[config.mk]
export PLATFORM = sky130hd
export DESIGN_NAME = reset_source_controller
export DESIGN_NICKNAME = d
export VERILOG_FILES = /design/src/rtl/reset_source_pkg.sv /design/src/rtl/reset_cause_if.sv /design/src/rtl/reset_cause_sync.sv /design/src/rtl/reset_source_controller.sv
export SDC_FILE = /design/constraint.sdc
export NUM_CORES = 1
export LEC_CHECK = 0
export BUFFER_PORTS_ARGS = -buffer_cell sky130_fd_sc_hd__clkbuf_2
export CAP_MARGIN = 10
export CORE_MARGIN = 2
export CORE_UTILIZATION = 30
export DETAILED_ROUTE_END_ITERATION = 10
export PLACE_DENSITY = 0.63
export SLEW_MARGIN = 0
export SYNTH_ARGS = -nofsm -noshare
export SYNTH_HDL_FRONTEND = slang
export SYNTH_SLANG_ARGS = --single-unit
[constraint.sdc]
create_clock -name CLK_I -period 2.92 [get_ports CLK_I]
set_input_delay 0.146 -clock CLK_I [delete_from_list [all_inputs] [get_ports CLK_I]]
set_output_delay 0.146 -clock CLK_I [all_outputs]
set_load 0.03 [all_outputs]
[src/rtl/reset_source_pkg.sv]
// Purpose: constants for the reset source controller
// Assumes: 8-bit registers on a plain strobe port, 100 MHz clock
// Notes: offsets are byte addresses of the register port
// Operation
// - seven reset causes: external pin, power-on and five internal ones
// - staging bit 0 set disables the external pin reset
// - staged pin disable becomes active only after key 0xB2
// - key 0xB2 commits pin disable, 0xD4 options, 0x71 flag clear
// - only power-on clears committed disable; any reset clears staged values
// - staging bits 7..3 read zero, bits 2..0 read-write reset zero
// - key address reads committed state: bit 0 disable, bits 1..2 options
// - sticky cause flags: watchdog, clock, detect1, detect2, trimming
// - status bit 5 shows abnormal trimming data
// - flags cleared only by power-on, pin reset or keyed clear
// - clear request bit 7 then key 0x71 zeroes flags, request self-clears
// - cause register bits 7 and 6 read zero; bit 7 write-only
// - any reset holds warm-up counter, processor and peripherals
// - after release warm-up counts the high-frequency oscillator clock
// - trimming data loads from non-volatile store during warm-up
// - after warm-up the processor fetches the vector at 0xFFFE/0xFFFF
// - a reset during warm-up restarts the warm-up count
// - all causes reset alike except cause-specific registers and detectors
// - power-on and pin reset are ORed
// - only pin or power-on reset disables the voltage detectors
package reset_source_pkg;
   localparam logic [15:0] ADDR_CAUSE = 16'h0FCC;
   localparam logic [15:0] ADDR_STAGE = 16'h0FDE;
   localparam logic [15:0] ADDR_KEY = 16'h0FDF;
   localparam logic [7:0] KEY_PIN_DISABLE = 8'hB2;
   localparam logic [7:0] KEY_OPTIONS = 8'hD4;
   localparam logic [7:0] KEY_FLAG_CLEAR = 8'h71;
   localparam logic [7:0] REG_RESET = 8'h00;
   localparam int STAGE_BITS = 3;
   localparam int BIT_PIN_DIS = 0;
   localparam int BIT_OPT_A = 1;
   localparam int BIT_OPT_B = 2;
   localparam int BIT_FCLR = 7;
   localparam int BIT_TRIM_STAT = 5;
   localparam int CAUSE_BITS = 5;
   localparam logic [15:0] RESET_VECTOR_LO = 16'hFFFE;
   localparam logic [15:0] RESET_VECTOR_HI = 16'hFFFF;
   localparam int WARMUP_CYCLES = 256;
   localparam int TRIM_WORDS = 4;
   localparam int SYNC_STAGES = 2;
   typedef enum logic [2:0] {
      ST_RESET,
      ST_WARMUP,
      ST_RUN
   } phase_t;
endpackage

[src/rtl/reset_cause_if.sv]
// Purpose: cause and reset bundle between sync stage and controller
// Assumes: single clock
// Notes: causes are already synchronous here
`timescale 1ns/1ps
`default_nettype none
interface reset_cause_if;
   logic pin_req;
   logic por_req;
   logic [reset_source_pkg::CAUSE_BITS-1:0] int_req;
   modport sync (output pin_req, output por_req, output int_req);
   modport ctrl (input pin_req, input por_req, input int_req);
endinterface
`default_nettype wire

[src/rtl/reset_cause_sync.sv]
// Purpose: two-flop synchronisers for every reset cause
// Assumes: cause inputs are asynchronous levels, active high
// Notes: first flop is read only by the second
`timescale 1ns/1ps
`default_nettype none
module reset_cause_sync
   import reset_source_pkg::*;
#(
   parameter int WIDTH = CAUSE_BITS + 2
)(
   input wire logic clk_i,
   input wire logic rst_n_i,
   input wire logic [WIDTH-1:0] raw_i,
   reset_cause_if.sync causes
);
   logic [WIDTH-1:0] meta_reg;
   logic [WIDTH-1:0] sync_reg;
   // two stages so a cause changing near the edge cannot go metastable
   always_ff @(posedge clk_i or negedge rst_n_i)
   begin
      if (!rst_n_i)
      begin
         meta_reg <= '0;
         sync_reg <= '0;
      end
      else
      begin
         meta_reg <= raw_i;
         sync_reg <= meta_reg;
      end
   end
   assign causes.pin_req = sync_reg[0];
   assign causes.por_req = sync_reg[1];
   assign causes.int_req = sync_reg[WIDTH-1:2];
endmodule
`default_nettype wire

[src/rtl/reset_source_controller.sv]
// Purpose: merges reset causes, runs post-reset warm-up, holds keyed registers
// Assumes: CLK_I 100 MHz; RESETN_I is the power-on reset, active low
// Notes: internal causes arrive as active-high levels and are synchronised here
//
// Local design decision: the plain strobed port.
`timescale 1ns/1ps
`default_nettype none
module reset_source_controller
   import reset_source_pkg::*;
#(
   parameter int WARMUP_LEN = WARMUP_CYCLES,
   parameter int TRIM_LEN = TRIM_WORDS
)(
   input wire logic CLK_I,
   input wire logic RESETN_I,
   input wire logic EXT_RESET_N_I,
   input wire logic WATCHDOG_RESET_I,
   input wire logic CLOCK_FAULT_RESET_I,
   input wire logic VOLT_DETECT1_RESET_I,
   input wire logic VOLT_DETECT2_RESET_I,
   input wire logic TRIM_FAULT_RESET_I,
   input wire logic TRIM_ABNORMAL_I,
   input wire logic [7:0] TRIM_DATA_I,
   input wire logic [15:0] ADDR_I,
   input wire logic [7:0] WDATA_I,
   input wire logic WR_I,
   input wire logic RD_I,
   output logic [7:0] RDATA_O,
   output logic SYS_RESET_O,
   output logic WARMUP_ACTIVE_O,
   output logic CPU_RUN_O,
   output logic [15:0] VECTOR_ADDR_O,
   output logic TRIM_LOAD_O,
   output logic [7:0] TRIM_LADDER_O,
   output logic VOLT_DETECT_DISABLE_O,
   output logic OPTION_A_O,
   output logic OPTION_B_O
);
   import reset_source_pkg::*;

   ////////////////////////////////////////////////////////////////////////
   // cause synchronisation
   reset_cause_if causes ();
   logic [CAUSE_BITS+1:0] raw_causes;
   // order: pin, power-on, watchdog, clock, detect1, detect2, trim
   assign raw_causes = {TRIM_FAULT_RESET_I, VOLT_DETECT2_RESET_I, VOLT_DETECT1_RESET_I,
                        CLOCK_FAULT_RESET_I, WATCHDOG_RESET_I, 1'b0, ~EXT_RESET_N_I};

   reset_cause_sync #(.WIDTH(CAUSE_BITS + 2)) u_sync (
      .clk_i(CLK_I),
      .rst_n_i(RESETN_I),
      .raw_i(raw_causes),
      .causes(causes)
   );

   ////////////////////////////////////////////////////////////////////////
   // cause merge
   logic pin_disable_reg;
   logic pin_reset;
   logic any_internal;
   logic any_reset;
   logic por_seen_reg;
   // power-on pulse seen for one cycle after release so registers can see it
   assign pin_reset = causes.pin_req & ~pin_disable_reg;
   assign any_internal = |causes.int_req;
   // power-on and pin are ORed; reset lasts while any internal cause is held, or the pin while its disable is not committed
   assign any_reset = por_seen_reg | pin_reset | any_internal;

   always_ff @(posedge CLK_I or negedge RESETN_I)
   begin
      if (!RESETN_I)
         por_seen_reg <= 1'b1;
      else
         por_seen_reg <= 1'b0;
   end

   ////////////////////////////////////////////////////////////////////////
   // register port decode
   logic wr_cause;
   logic wr_stage;
   logic wr_key;
   logic key_pin;
   logic key_opt;
   logic key_clr;
   assign wr_cause = WR_I && (ADDR_I == ADDR_CAUSE);
   assign wr_stage = WR_I && (ADDR_I == ADDR_STAGE);
   assign wr_key = WR_I && (ADDR_I == ADDR_KEY);
   // other key values do nothing
   assign key_pin = wr_key && (WDATA_I == KEY_PIN_DISABLE);
   assign key_opt = wr_key && (WDATA_I == KEY_OPTIONS);
   assign key_clr = wr_key && (WDATA_I == KEY_FLAG_CLEAR);

   ////////////////////////////////////////////////////////////////////////
   // staging register, cleared by every reset cause
   logic [STAGE_BITS-1:0] stage_reg;
   logic [STAGE_BITS-1:0] stage_next;
   always_comb
   begin
      stage_next = stage_reg;
      if (any_reset)
         stage_next = '0;
      else if (wr_stage)
         stage_next = WDATA_I[STAGE_BITS-1:0];
   end

   always_ff @(posedge CLK_I or negedge RESETN_I)
   begin
      if (!RESETN_I)
         stage_reg <= '0;
      else
         stage_reg <= stage_next;
   end

   ////////////////////////////////////////////////////////////////////////
   // committed state: pin disable survives all but power-on
   logic opt_a_reg;
   logic opt_b_reg;
   always_ff @(posedge CLK_I or negedge RESETN_I)
   begin
      if (!RESETN_I)
      begin
         pin_disable_reg <= 1'b0;
         opt_a_reg <= 1'b0;
         opt_b_reg <= 1'b0;
      end
      else
      begin
         if (key_pin && !any_reset)
            pin_disable_reg <= stage_reg[BIT_PIN_DIS];
         // options follow the ordinary reset like the rest of the chip
         if (any_reset)
         begin
            opt_a_reg <= 1'b0;
            opt_b_reg <= 1'b0;
         end
         else if (key_opt)
         begin
            opt_a_reg <= stage_reg[BIT_OPT_A];
            opt_b_reg <= stage_reg[BIT_OPT_B];
         end
      end
   end

   ////////////////////////////////////////////////////////////////////////
   // cause flags: set from synchronised causes on the same edge that raises system reset
   logic [CAUSE_BITS-1:0] flags_reg;
   logic [CAUSE_BITS-1:0] flags_next;
   logic trim_stat_reg;
   logic fclr_reg;
   logic flag_clear;
   // keyed clear only acts when the request bit was staged
   assign flag_clear = key_clr && fclr_reg;

   always_comb
   begin
      flags_next = flags_reg;
      // pin reset wipes flags; internal causes leave them
      if (pin_reset || flag_clear)
         flags_next = '0;
      // set wins over clear so a cause in the clear cycle survives
      flags_next = flags_next | causes.int_req;
   end

   always_ff @(posedge CLK_I or negedge RESETN_I)
   begin
      if (!RESETN_I)
      begin
         flags_reg <= '0;
         trim_stat_reg <= 1'b0;
         fclr_reg <= 1'b0;
      end
      else
      begin
         flags_reg <= flags_next;
         if (TRIM_ABNORMAL_I)
            trim_stat_reg <= 1'b1;
         else if (pin_reset || flag_clear)
            trim_stat_reg <= 1'b0;
         if (key_clr || any_reset)
            fclr_reg <= 1'b0;
         else if (wr_cause)
            fclr_reg <= WDATA_I[BIT_FCLR];
      end
   end

   ////////////////////////////////////////////////////////////////////////
   // read path, data one cycle after strobe
   logic [7:0] rd_mux;
   logic [7:0] rd_cause;
   logic [7:0] rd_stage;
   logic [7:0] rd_commit;
   // bits 7 and 6 read zero, clear request is write-only
   assign rd_cause = {2'b00, trim_stat_reg, flags_reg};
   assign rd_stage = {{(8 - STAGE_BITS){1'b0}}, stage_reg};
   assign rd_commit = {5'b00000, opt_b_reg, opt_a_reg, pin_disable_reg};
   assign rd_mux = (ADDR_I == ADDR_CAUSE) ? rd_cause :
                   (ADDR_I == ADDR_STAGE) ? rd_stage :
                   (ADDR_I == ADDR_KEY) ? rd_commit : REG_RESET;

   always_ff @(posedge CLK_I or negedge RESETN_I)
   begin
      if (!RESETN_I)
         RDATA_O <= REG_RESET;
      else if (RD_I)
         RDATA_O <= rd_mux;
      else
         RDATA_O <= REG_RESET;
   end

   ////////////////////////////////////////////////////////////////////////
   // warm-up sequencer
   phase_t phase_reg;
   phase_t phase_next;
   logic [$clog2(WARMUP_LEN+1)-1:0] warm_cnt_reg;
   logic [$clog2(TRIM_LEN+1)-1:0] trim_idx_reg;
   logic warm_done;
   logic trim_done;
   assign warm_done = (warm_cnt_reg == ($clog2(WARMUP_LEN+1))'(WARMUP_LEN - 1));
   assign trim_done = (trim_idx_reg == ($clog2(TRIM_LEN+1))'(TRIM_LEN));

   always_comb
   begin
      phase_next = phase_reg;
      unique case (phase_reg)
         ST_RESET:
            if (!any_reset)
               phase_next = ST_WARMUP;
         ST_WARMUP:
            if (any_reset)
               phase_next = ST_RESET;
            else if (warm_done && trim_done)
               phase_next = ST_RUN;
         ST_RUN:
            if (any_reset)
               phase_next = ST_RESET;
      endcase
   end

   // counter cleared throughout reset
   always_ff @(posedge CLK_I or negedge RESETN_I)
   begin
      if (!RESETN_I)
      begin
         phase_reg <= ST_RESET;
         warm_cnt_reg <= '0;
         trim_idx_reg <= '0;
         TRIM_LADDER_O <= REG_RESET;
      end
      else
      begin
         phase_reg <= phase_next;
         if (phase_next != ST_WARMUP)
         begin
            warm_cnt_reg <= '0;
            trim_idx_reg <= '0;
         end
         else
         begin
            if (!warm_done)
               warm_cnt_reg <= warm_cnt_reg + 1'b1;
            if (!trim_done && phase_reg == ST_WARMUP)
            begin
               trim_idx_reg <= trim_idx_reg + 1'b1;
               TRIM_LADDER_O <= TRIM_DATA_I;
            end
         end
      end
   end

   ////////////////////////////////////////////////////////////////////////
   // outputs
   // flags latch on the same edge that phase enters reset; both lag any_reset by one cycle
   assign SYS_RESET_O = (phase_reg == ST_RESET);
   assign WARMUP_ACTIVE_O = (phase_reg == ST_WARMUP);
   assign CPU_RUN_O = (phase_reg == ST_RUN);
   assign TRIM_LOAD_O = (phase_reg == ST_WARMUP) && !trim_done;
   assign VECTOR_ADDR_O = RESET_VECTOR_LO;
   // detectors off only for power-on or pin reset
   assign VOLT_DETECT_DISABLE_O = por_seen_reg | pin_reset;
   assign OPTION_A_O = opt_a_reg;
   assign OPTION_B_O = opt_b_reg;
endmodule
`default_nettype wire

==> run summary, run 1 <==
status - completed
crit path launch type - flop
via-per-instance ratio - 4.59
ANT cells - 0
WL/cell - 12.0 um
synthesized cell area - 2550 um2
Setup Buffers After CTS - 0
post-route DRC violation count - 0
Die Height - 96.2 um
Layout area overhead - 22.4%
I/O pins - 82
number of synthesized flops with an enable pin - 0
PwrDens - 449 nW/um2
vias in the first global route - 1,764
fin crit share - 0.782
worst skew pair latency - 0.31 ns
Mapped Avg Cell Area - 11.3 um2
clock root cell - clkbuf_8
relative slew slack - 0.458
Leakage - 1.51 nW
final net count - 347
largest net degree at the start of global routing - 35
Slew Viols, Final - 0
Iter 0 DRT Violations - 79
CTS buffer count - 5
fin crit period - 2.28 ns
initial antenna violation count - 0
I/O Buffers - 63
Total Routing Usage GR - 0.111
crit end category - flop
peak fanout along the critical path - 8
TNS Setup - 0 ns
Final Hold Vio Count - 0
synthesized flop and latch total - 55
Initial Util - 0.310
critical path required time - 3.12 ns
first-pass GRT wire length - 7960 um
CTS H-tree depth - 2
DP HPWL - 3710 um
Ys Warns - 0
antenna-violating nets left - 0
drt first pass iters - 4
Setup CP Type - reg -> reg
max FFs per register - 9
Finished Core Util - 0.380
# fillers - 812
total gr overflow - 0
Worst Hold Class - in -> reg
share of layout cells above drive strength 1 - 0.316
Max Freq - 438 MHz
cells after synthesis - 225
CTS sink count - 55
total length of routed wires - 4880 um
detailed-route via count - 1,862
die width - 96.2 um
CTS tree - done
register area share after synthesis - 0.541
Die Area - 9250 um2
Most used DFF post-synth - dfrtp_1
GP Congestion - 0.809
worst-case clock buffer depth - 2
CP arrival - 2.48 ns
asr flop ratio synth - 1.00
Core Rows - 33
maximum vdd drop - 0.000208 V
Unique masters post-synth - 40
core area - 8220 um2
clock skew - 0.00947 ns
Reg clk slew, reported paths - 0.10 ns
Worst Tran Pin Value - 0.814 ns
Final Setup Violations - 0
# Max-Cap Violations - 0
RSZ-0062 raised after global routing - no
## critical path: stages (launching register included)
cell and delay (ns):
dfrtp_1 0.39, or4_4 0.54, or4_1 0.63, nor2_8 0.26, mux2_2 0.35
## power by group
group	internal, mW	switching [mW]
sequential	0.777	0.00778
combinational	0.0416	0.0751
clock	0.256	0.245
## layout make-up
type / instances / area, um2 / share of cell area
inverters: 5 / 18.8 / 0.00601
repair buffers: 75 / 425 / 0.136
well taps: 105 / 131 / 0.0421
clock buffers: 5 / 68.8 / 0.0221
multi-input cells: 158 / 1050 / 0.338
clock inverters: 3 / 43.8 / 0.0140
flip-flops and latches: 55 / 1380 / 0.441
## synth_stat cells (2+ instances only)
cell | number | area, um2
dfrtp_1 | 54 | 1350
buf_4 | 19 | 143
nor2_1 | 18 | 67.6
mux2_2 | 14 | 158
nand3_1 | 9 | 45.0
o21ai_0 | 8 | 40.0
nand2_1 | 7 | 26.3
nor2b_1 | 7 | 43.8
a21o_1 | 6 | 45.0
a21oi_1 | 6 | 30.0
clkbuf_1 | 5 | 18.8
inv_1 | 5 | 18.8
nand4_1 | 5 | 31.3
nor4_1 | 5 | 31.3
xnor2_1 | 5 | 43.8
and3_1 | 4 | 25.0
ha_1 | 4 | 50.1
nand2b_1 | 4 | 25.0
or4_1 | 4 | 30.0
xor2_1 | 4 | 35.0
a32oi_1 | 3 | 26.3
nand4b_1 | 3 | 26.3
nor3_1 | 3 | 15.0
and2_1 | 2 | 12.5
conb_1 | 2 | 7.51
mux2i_1 | 2 | 20.0
nor3b_1 | 2 | 15.0
nor4b_1 | 2 | 17.5
or4_4 | 2 | 22.5
## final timing paths
check,end,cells past startpoint,from,slack [ns]
max in group asynchronous,por_seen_reg,3,RESETN_I,1.72
max,TRIM_LADDER_O[6],4,u_sync.sync_reg[2],0.64
min in group asynchronous,u_sync.meta_reg[5],2,RESETN_I,0.46
max reg2reg,TRIM_LADDER_O[6],4,u_sync.sync_reg[2],0.64
min,TRIM_LADDER_O[4],2,TRIM_DATA_I[4],0.07
min reg2reg,u_sync.sync_reg[2],0,u_sync.meta_reg[2],0.36
## cells by family (layout without fill, tap and decap cells)
family | after synthesis | in the layout | synth area share
muxes | 16 | 16 | 0.0697
adders and majority gates | 4 | 4 | 0.0196
and+or+nand+nor | 82 | 82 | 0.194
xor gates and xnor gates | 9 | 9 | 0.0309
AOI/OAI and AO/OA | 28 | 28 | 0.0717
DFF | 55 | 55 | 0.541
buffers and inverters | 29 | 88 | 0.0707
other | 2 | 19 | 0.00295
## routing by layer
| layer | vias up | track usage | routed length (um) |
|---|---|---|---|
| li1 | 909 | - | - |
| met1 | 869 | 0.148 | 2320 |
| met2 | 78 | 0.175 | 2090 |
| met3 | 6 | 0.0298 | 409 |
| met4 | 0 | 0.0357 | 61 |
| met5 | - | 0 | 0 |
## layout by cell type, fill, tap and decap left out, drive strengths merged, types with 5 or more instances in the layout
| cell type | instances |
|---|---|
| a21o | 6 |
| a21oi | 6 |
| nor2b | 7 |
| nand4 | 5 |
| nor2 | 19 |
| nand2 | 7 |
| clkbuf | 68 |
| nor4 | 6 |
| dlygate4sd3 | 8 |
| inv | 5 |
| dfrtp | 54 |
| nand3 | 9 |
| mux2 | 14 |
| xnor2 | 5 |
| conb | 19 |
| o21ai | 8 |
| or4 | 6 |
## stage by stage
stage | instances | hold WS, ns | area, um2 | setup slack (ns) | total power [mW]
2_1_floorplan | 242 | -0.150 | 2610 | 0.411 | 0.871
3_3_place_gp | 390 | 0.256 | 2930 | 0.665 | 0.908
3_5_place_dp | 390 | 0.256 | 2930 | 0.650 | 0.910
4_1_cts | 406 | 0.0582 | 3120 | 0.623 | 1.42
5_1_grt | 406 | 0.0582 | 3120 | 0.561 | 1.46
6_report | 406 | 0.0678 | 3120 | 0.636 | 1.40
## repair_timing
item,CTS,global route
hold buffers,8,0
resized for setup,0,0
endpoints found under the hold margin,39,0
Power figures use the tool's default switching activity.
==> run 2: changes to the inputs <==
Settings changed: PLACE_DENSITY 0.63 to 0.65.
Clock period 2.92 ns to 1.9 ns, I/O delays scaled along.
==> run 2 against run 1 <==
Net effect: the flow now finishes with violations (negative setup slack); power grew 49%; clock skew shrank 0.00095 ns; routed wire length grew 1.5%; clock-buffer cell count grew 2; global-route usage grew 0.26 points; setup slack lost 0.79 ns; utilization grew 2.0 points; final cell count grew 4.9%; worst hold slack lost 0.042 ns; design area grew 5.4%; sequential power grew 54%; sequential share of layout area shrank 2.3 points; critical endpoint is now TRIM_LADDER_O[5].
==> run summary, run 2 (synthesis results as in run 1) <==
initial antenna violation count - 0
CTS H-tree depth - 2
GP Congestion - 0.915
TNS Setup - -1.25 ns
share of layout cells above drive strength 1 - 0.371
worst skew pair latency - 0.30 ns
crit path launch - u_sync.sync_reg[2]
Crit Reg-Reg Startpoint - u_sync.sync_reg[2]
CTS buffer count - 5
max FFs per register - 9
Die Area - 9250 um2
worst path cell trace - or4_4 -> or4_4 -> nor2_8 -> mux2_2
cell mode on critical path - or4_4
largest net degree at the start of global routing - 27
Worst Tran Pin Value - 0.593 ns
Worst Hold Class - in -> reg
worst-case clock buffer depth - 2
clock skew - 0.00852 ns
Setup CP Type - reg -> reg
reg-to-reg endpoint - TRIM_LADDER_O[5]
CP arrival - 2.23 ns
DP HPWL - 3910 um
most frequent cells in the layout - 63 x clkbuf_2, 54 x dfrtp_1, 24 x buf_4
crit end category - flop
dpl cell area - 3060 um2
failing checks - negative setup slack
I/O pins - 82
R2R setup slack - -0.15 ns
hold path depth - 2
CTS sink count - 55
status - finished, violations left
first-pass GRT wire length - 8190 um
PwrDens - 634 nW/um2
fin crit share - 1.08
core area - 8220 um2
peak fanout along the critical path - 8
critical path required time - 2.08 ns
Total Routing Usage GR - 0.113
Final Hold Vio Count - 0
detailed-route via count - 1,930
worst hold slack - 0.0256 ns
vias in the first global route - 1,888
Core Rows - 33
R2R cell count - 4
Leakage - 1.61 nW
Largest stage delay, worst path - 0.54 ns
crit path launch type - flop
Final Setup Violations - 10
Crit-path slowest cell - or4_4
drt first pass iters - 4
Finished Cell Area - 3290 um2
# Max-Cap Violations - 0
Layout area overhead - 29.0%
relative slew slack - 0.605
antenna-violating nets left - 0
via-per-instance ratio - 4.53
# fillers - 829
Initial Util - 0.310
total gr overflow - 0
RSZ-0062 raised after global routing - yes
clock root cell - clkbuf_8
total length of routed wires - 4960 um
CTS tree - done
final setup margin - -0.151 ns
Reg clk slew, reported paths - 0.10 ns
commonest non-fill, non-tap cell in the layout - clkbuf_2
Iter 0 DRT Violations - 79
final net count - 367
ANT cells - 0
Die Height - 96.2 um
Max Freq - 488 MHz
WL/cell - 11.6 um
maximum vdd drop - 0.000358 V
Slew Viols, Final - 0
CP endpoint - TRIM_LADDER_O[5]
fin crit period - 2.05 ns
post-route DRC violation count - 0
I/O Buffers - 63
die width - 96.2 um
## run 2: worst min-delay path by stage
stage,startpoint,endpoint,slack [ns]
floorplan,RESETN_I,OPTION_A_O,-0.20
global placement,RESETN_I,RDATA_O[5],0.12
detailed placement,RESETN_I,RDATA_O[5],0.13
CTS,TRIM_DATA_I[7],TRIM_LADDER_O[7],0.01
global route,TRIM_DATA_I[7],TRIM_LADDER_O[7],0.01
finish,TRIM_DATA_I[7],TRIM_LADDER_O[7],0.03
## run 2: critical path, delay by kind of cell (launching register included)
kind / cells / cell delay [ns]
mux: 1 / 0.36
flops: 1 / 0.39
simple gates: 3 / 1.19
## run 2: timing repair
item | 4_1_cts | 5_1_grt
hold buffers | 8 | 0
endpoints found under the setup margin | 9 | 18
hold endpoints to repair | 30 | 0
pin swaps | 0 | 1
buffers inserted | 2 | 2
gates resized for setup | 1 | 2
## run 2: area by class of cell
cell class,count,area (um2),area share
flip-flops and latches,55,1380,0.419
well taps,105,131,0.0400
clock buffers,7,96.3,0.0293
multi-input cells,158,1080,0.329
clock inverters,1,7.51,0.00228
inverters,5,18.8,0.00571
repair buffers,95,576,0.175
## run 2: per-layer routing
layer	wire length [um]	vias to the layer above	GRT usage	part of all wire
li1	-	951	-	-
met4	22	0	0.0321	0.0044
met3	369	2	0.0274	0.074
met5	0	-	0	0
met1	2190	907	0.136	0.44
met2	2370	70	0.201	0.48
## run 2: metrics by stage
stage | worst slack, ns | cells | util | total power [mW]
2_1_floorplan | -0.141 | 242 | - | 1.34
3_3_place_gp | -0.110 | 406 | 0.373 | 1.40
3_5_place_dp | -0.139 | 406 | 0.373 | 1.41
4_1_cts | -0.150 | 424 | 0.397 | 2.12
5_1_grt | -0.191 | 426 | 0.400 | 2.20
6_report | -0.151 | 426 | 0.400 | 2.09
## run 2: report_power, final
| group | switching, mW | internal, mW | leakage, nW |
|---|---|---|---|
| Clock | 0.358 | 0.332 | 0.0505 |
| Combinational | 0.117 | 0.0718 | 0.837 |
| Sequential | 0.0120 | 1.19 | 0.718 |
| Total | 0.487 | 1.60 | 1.61 |
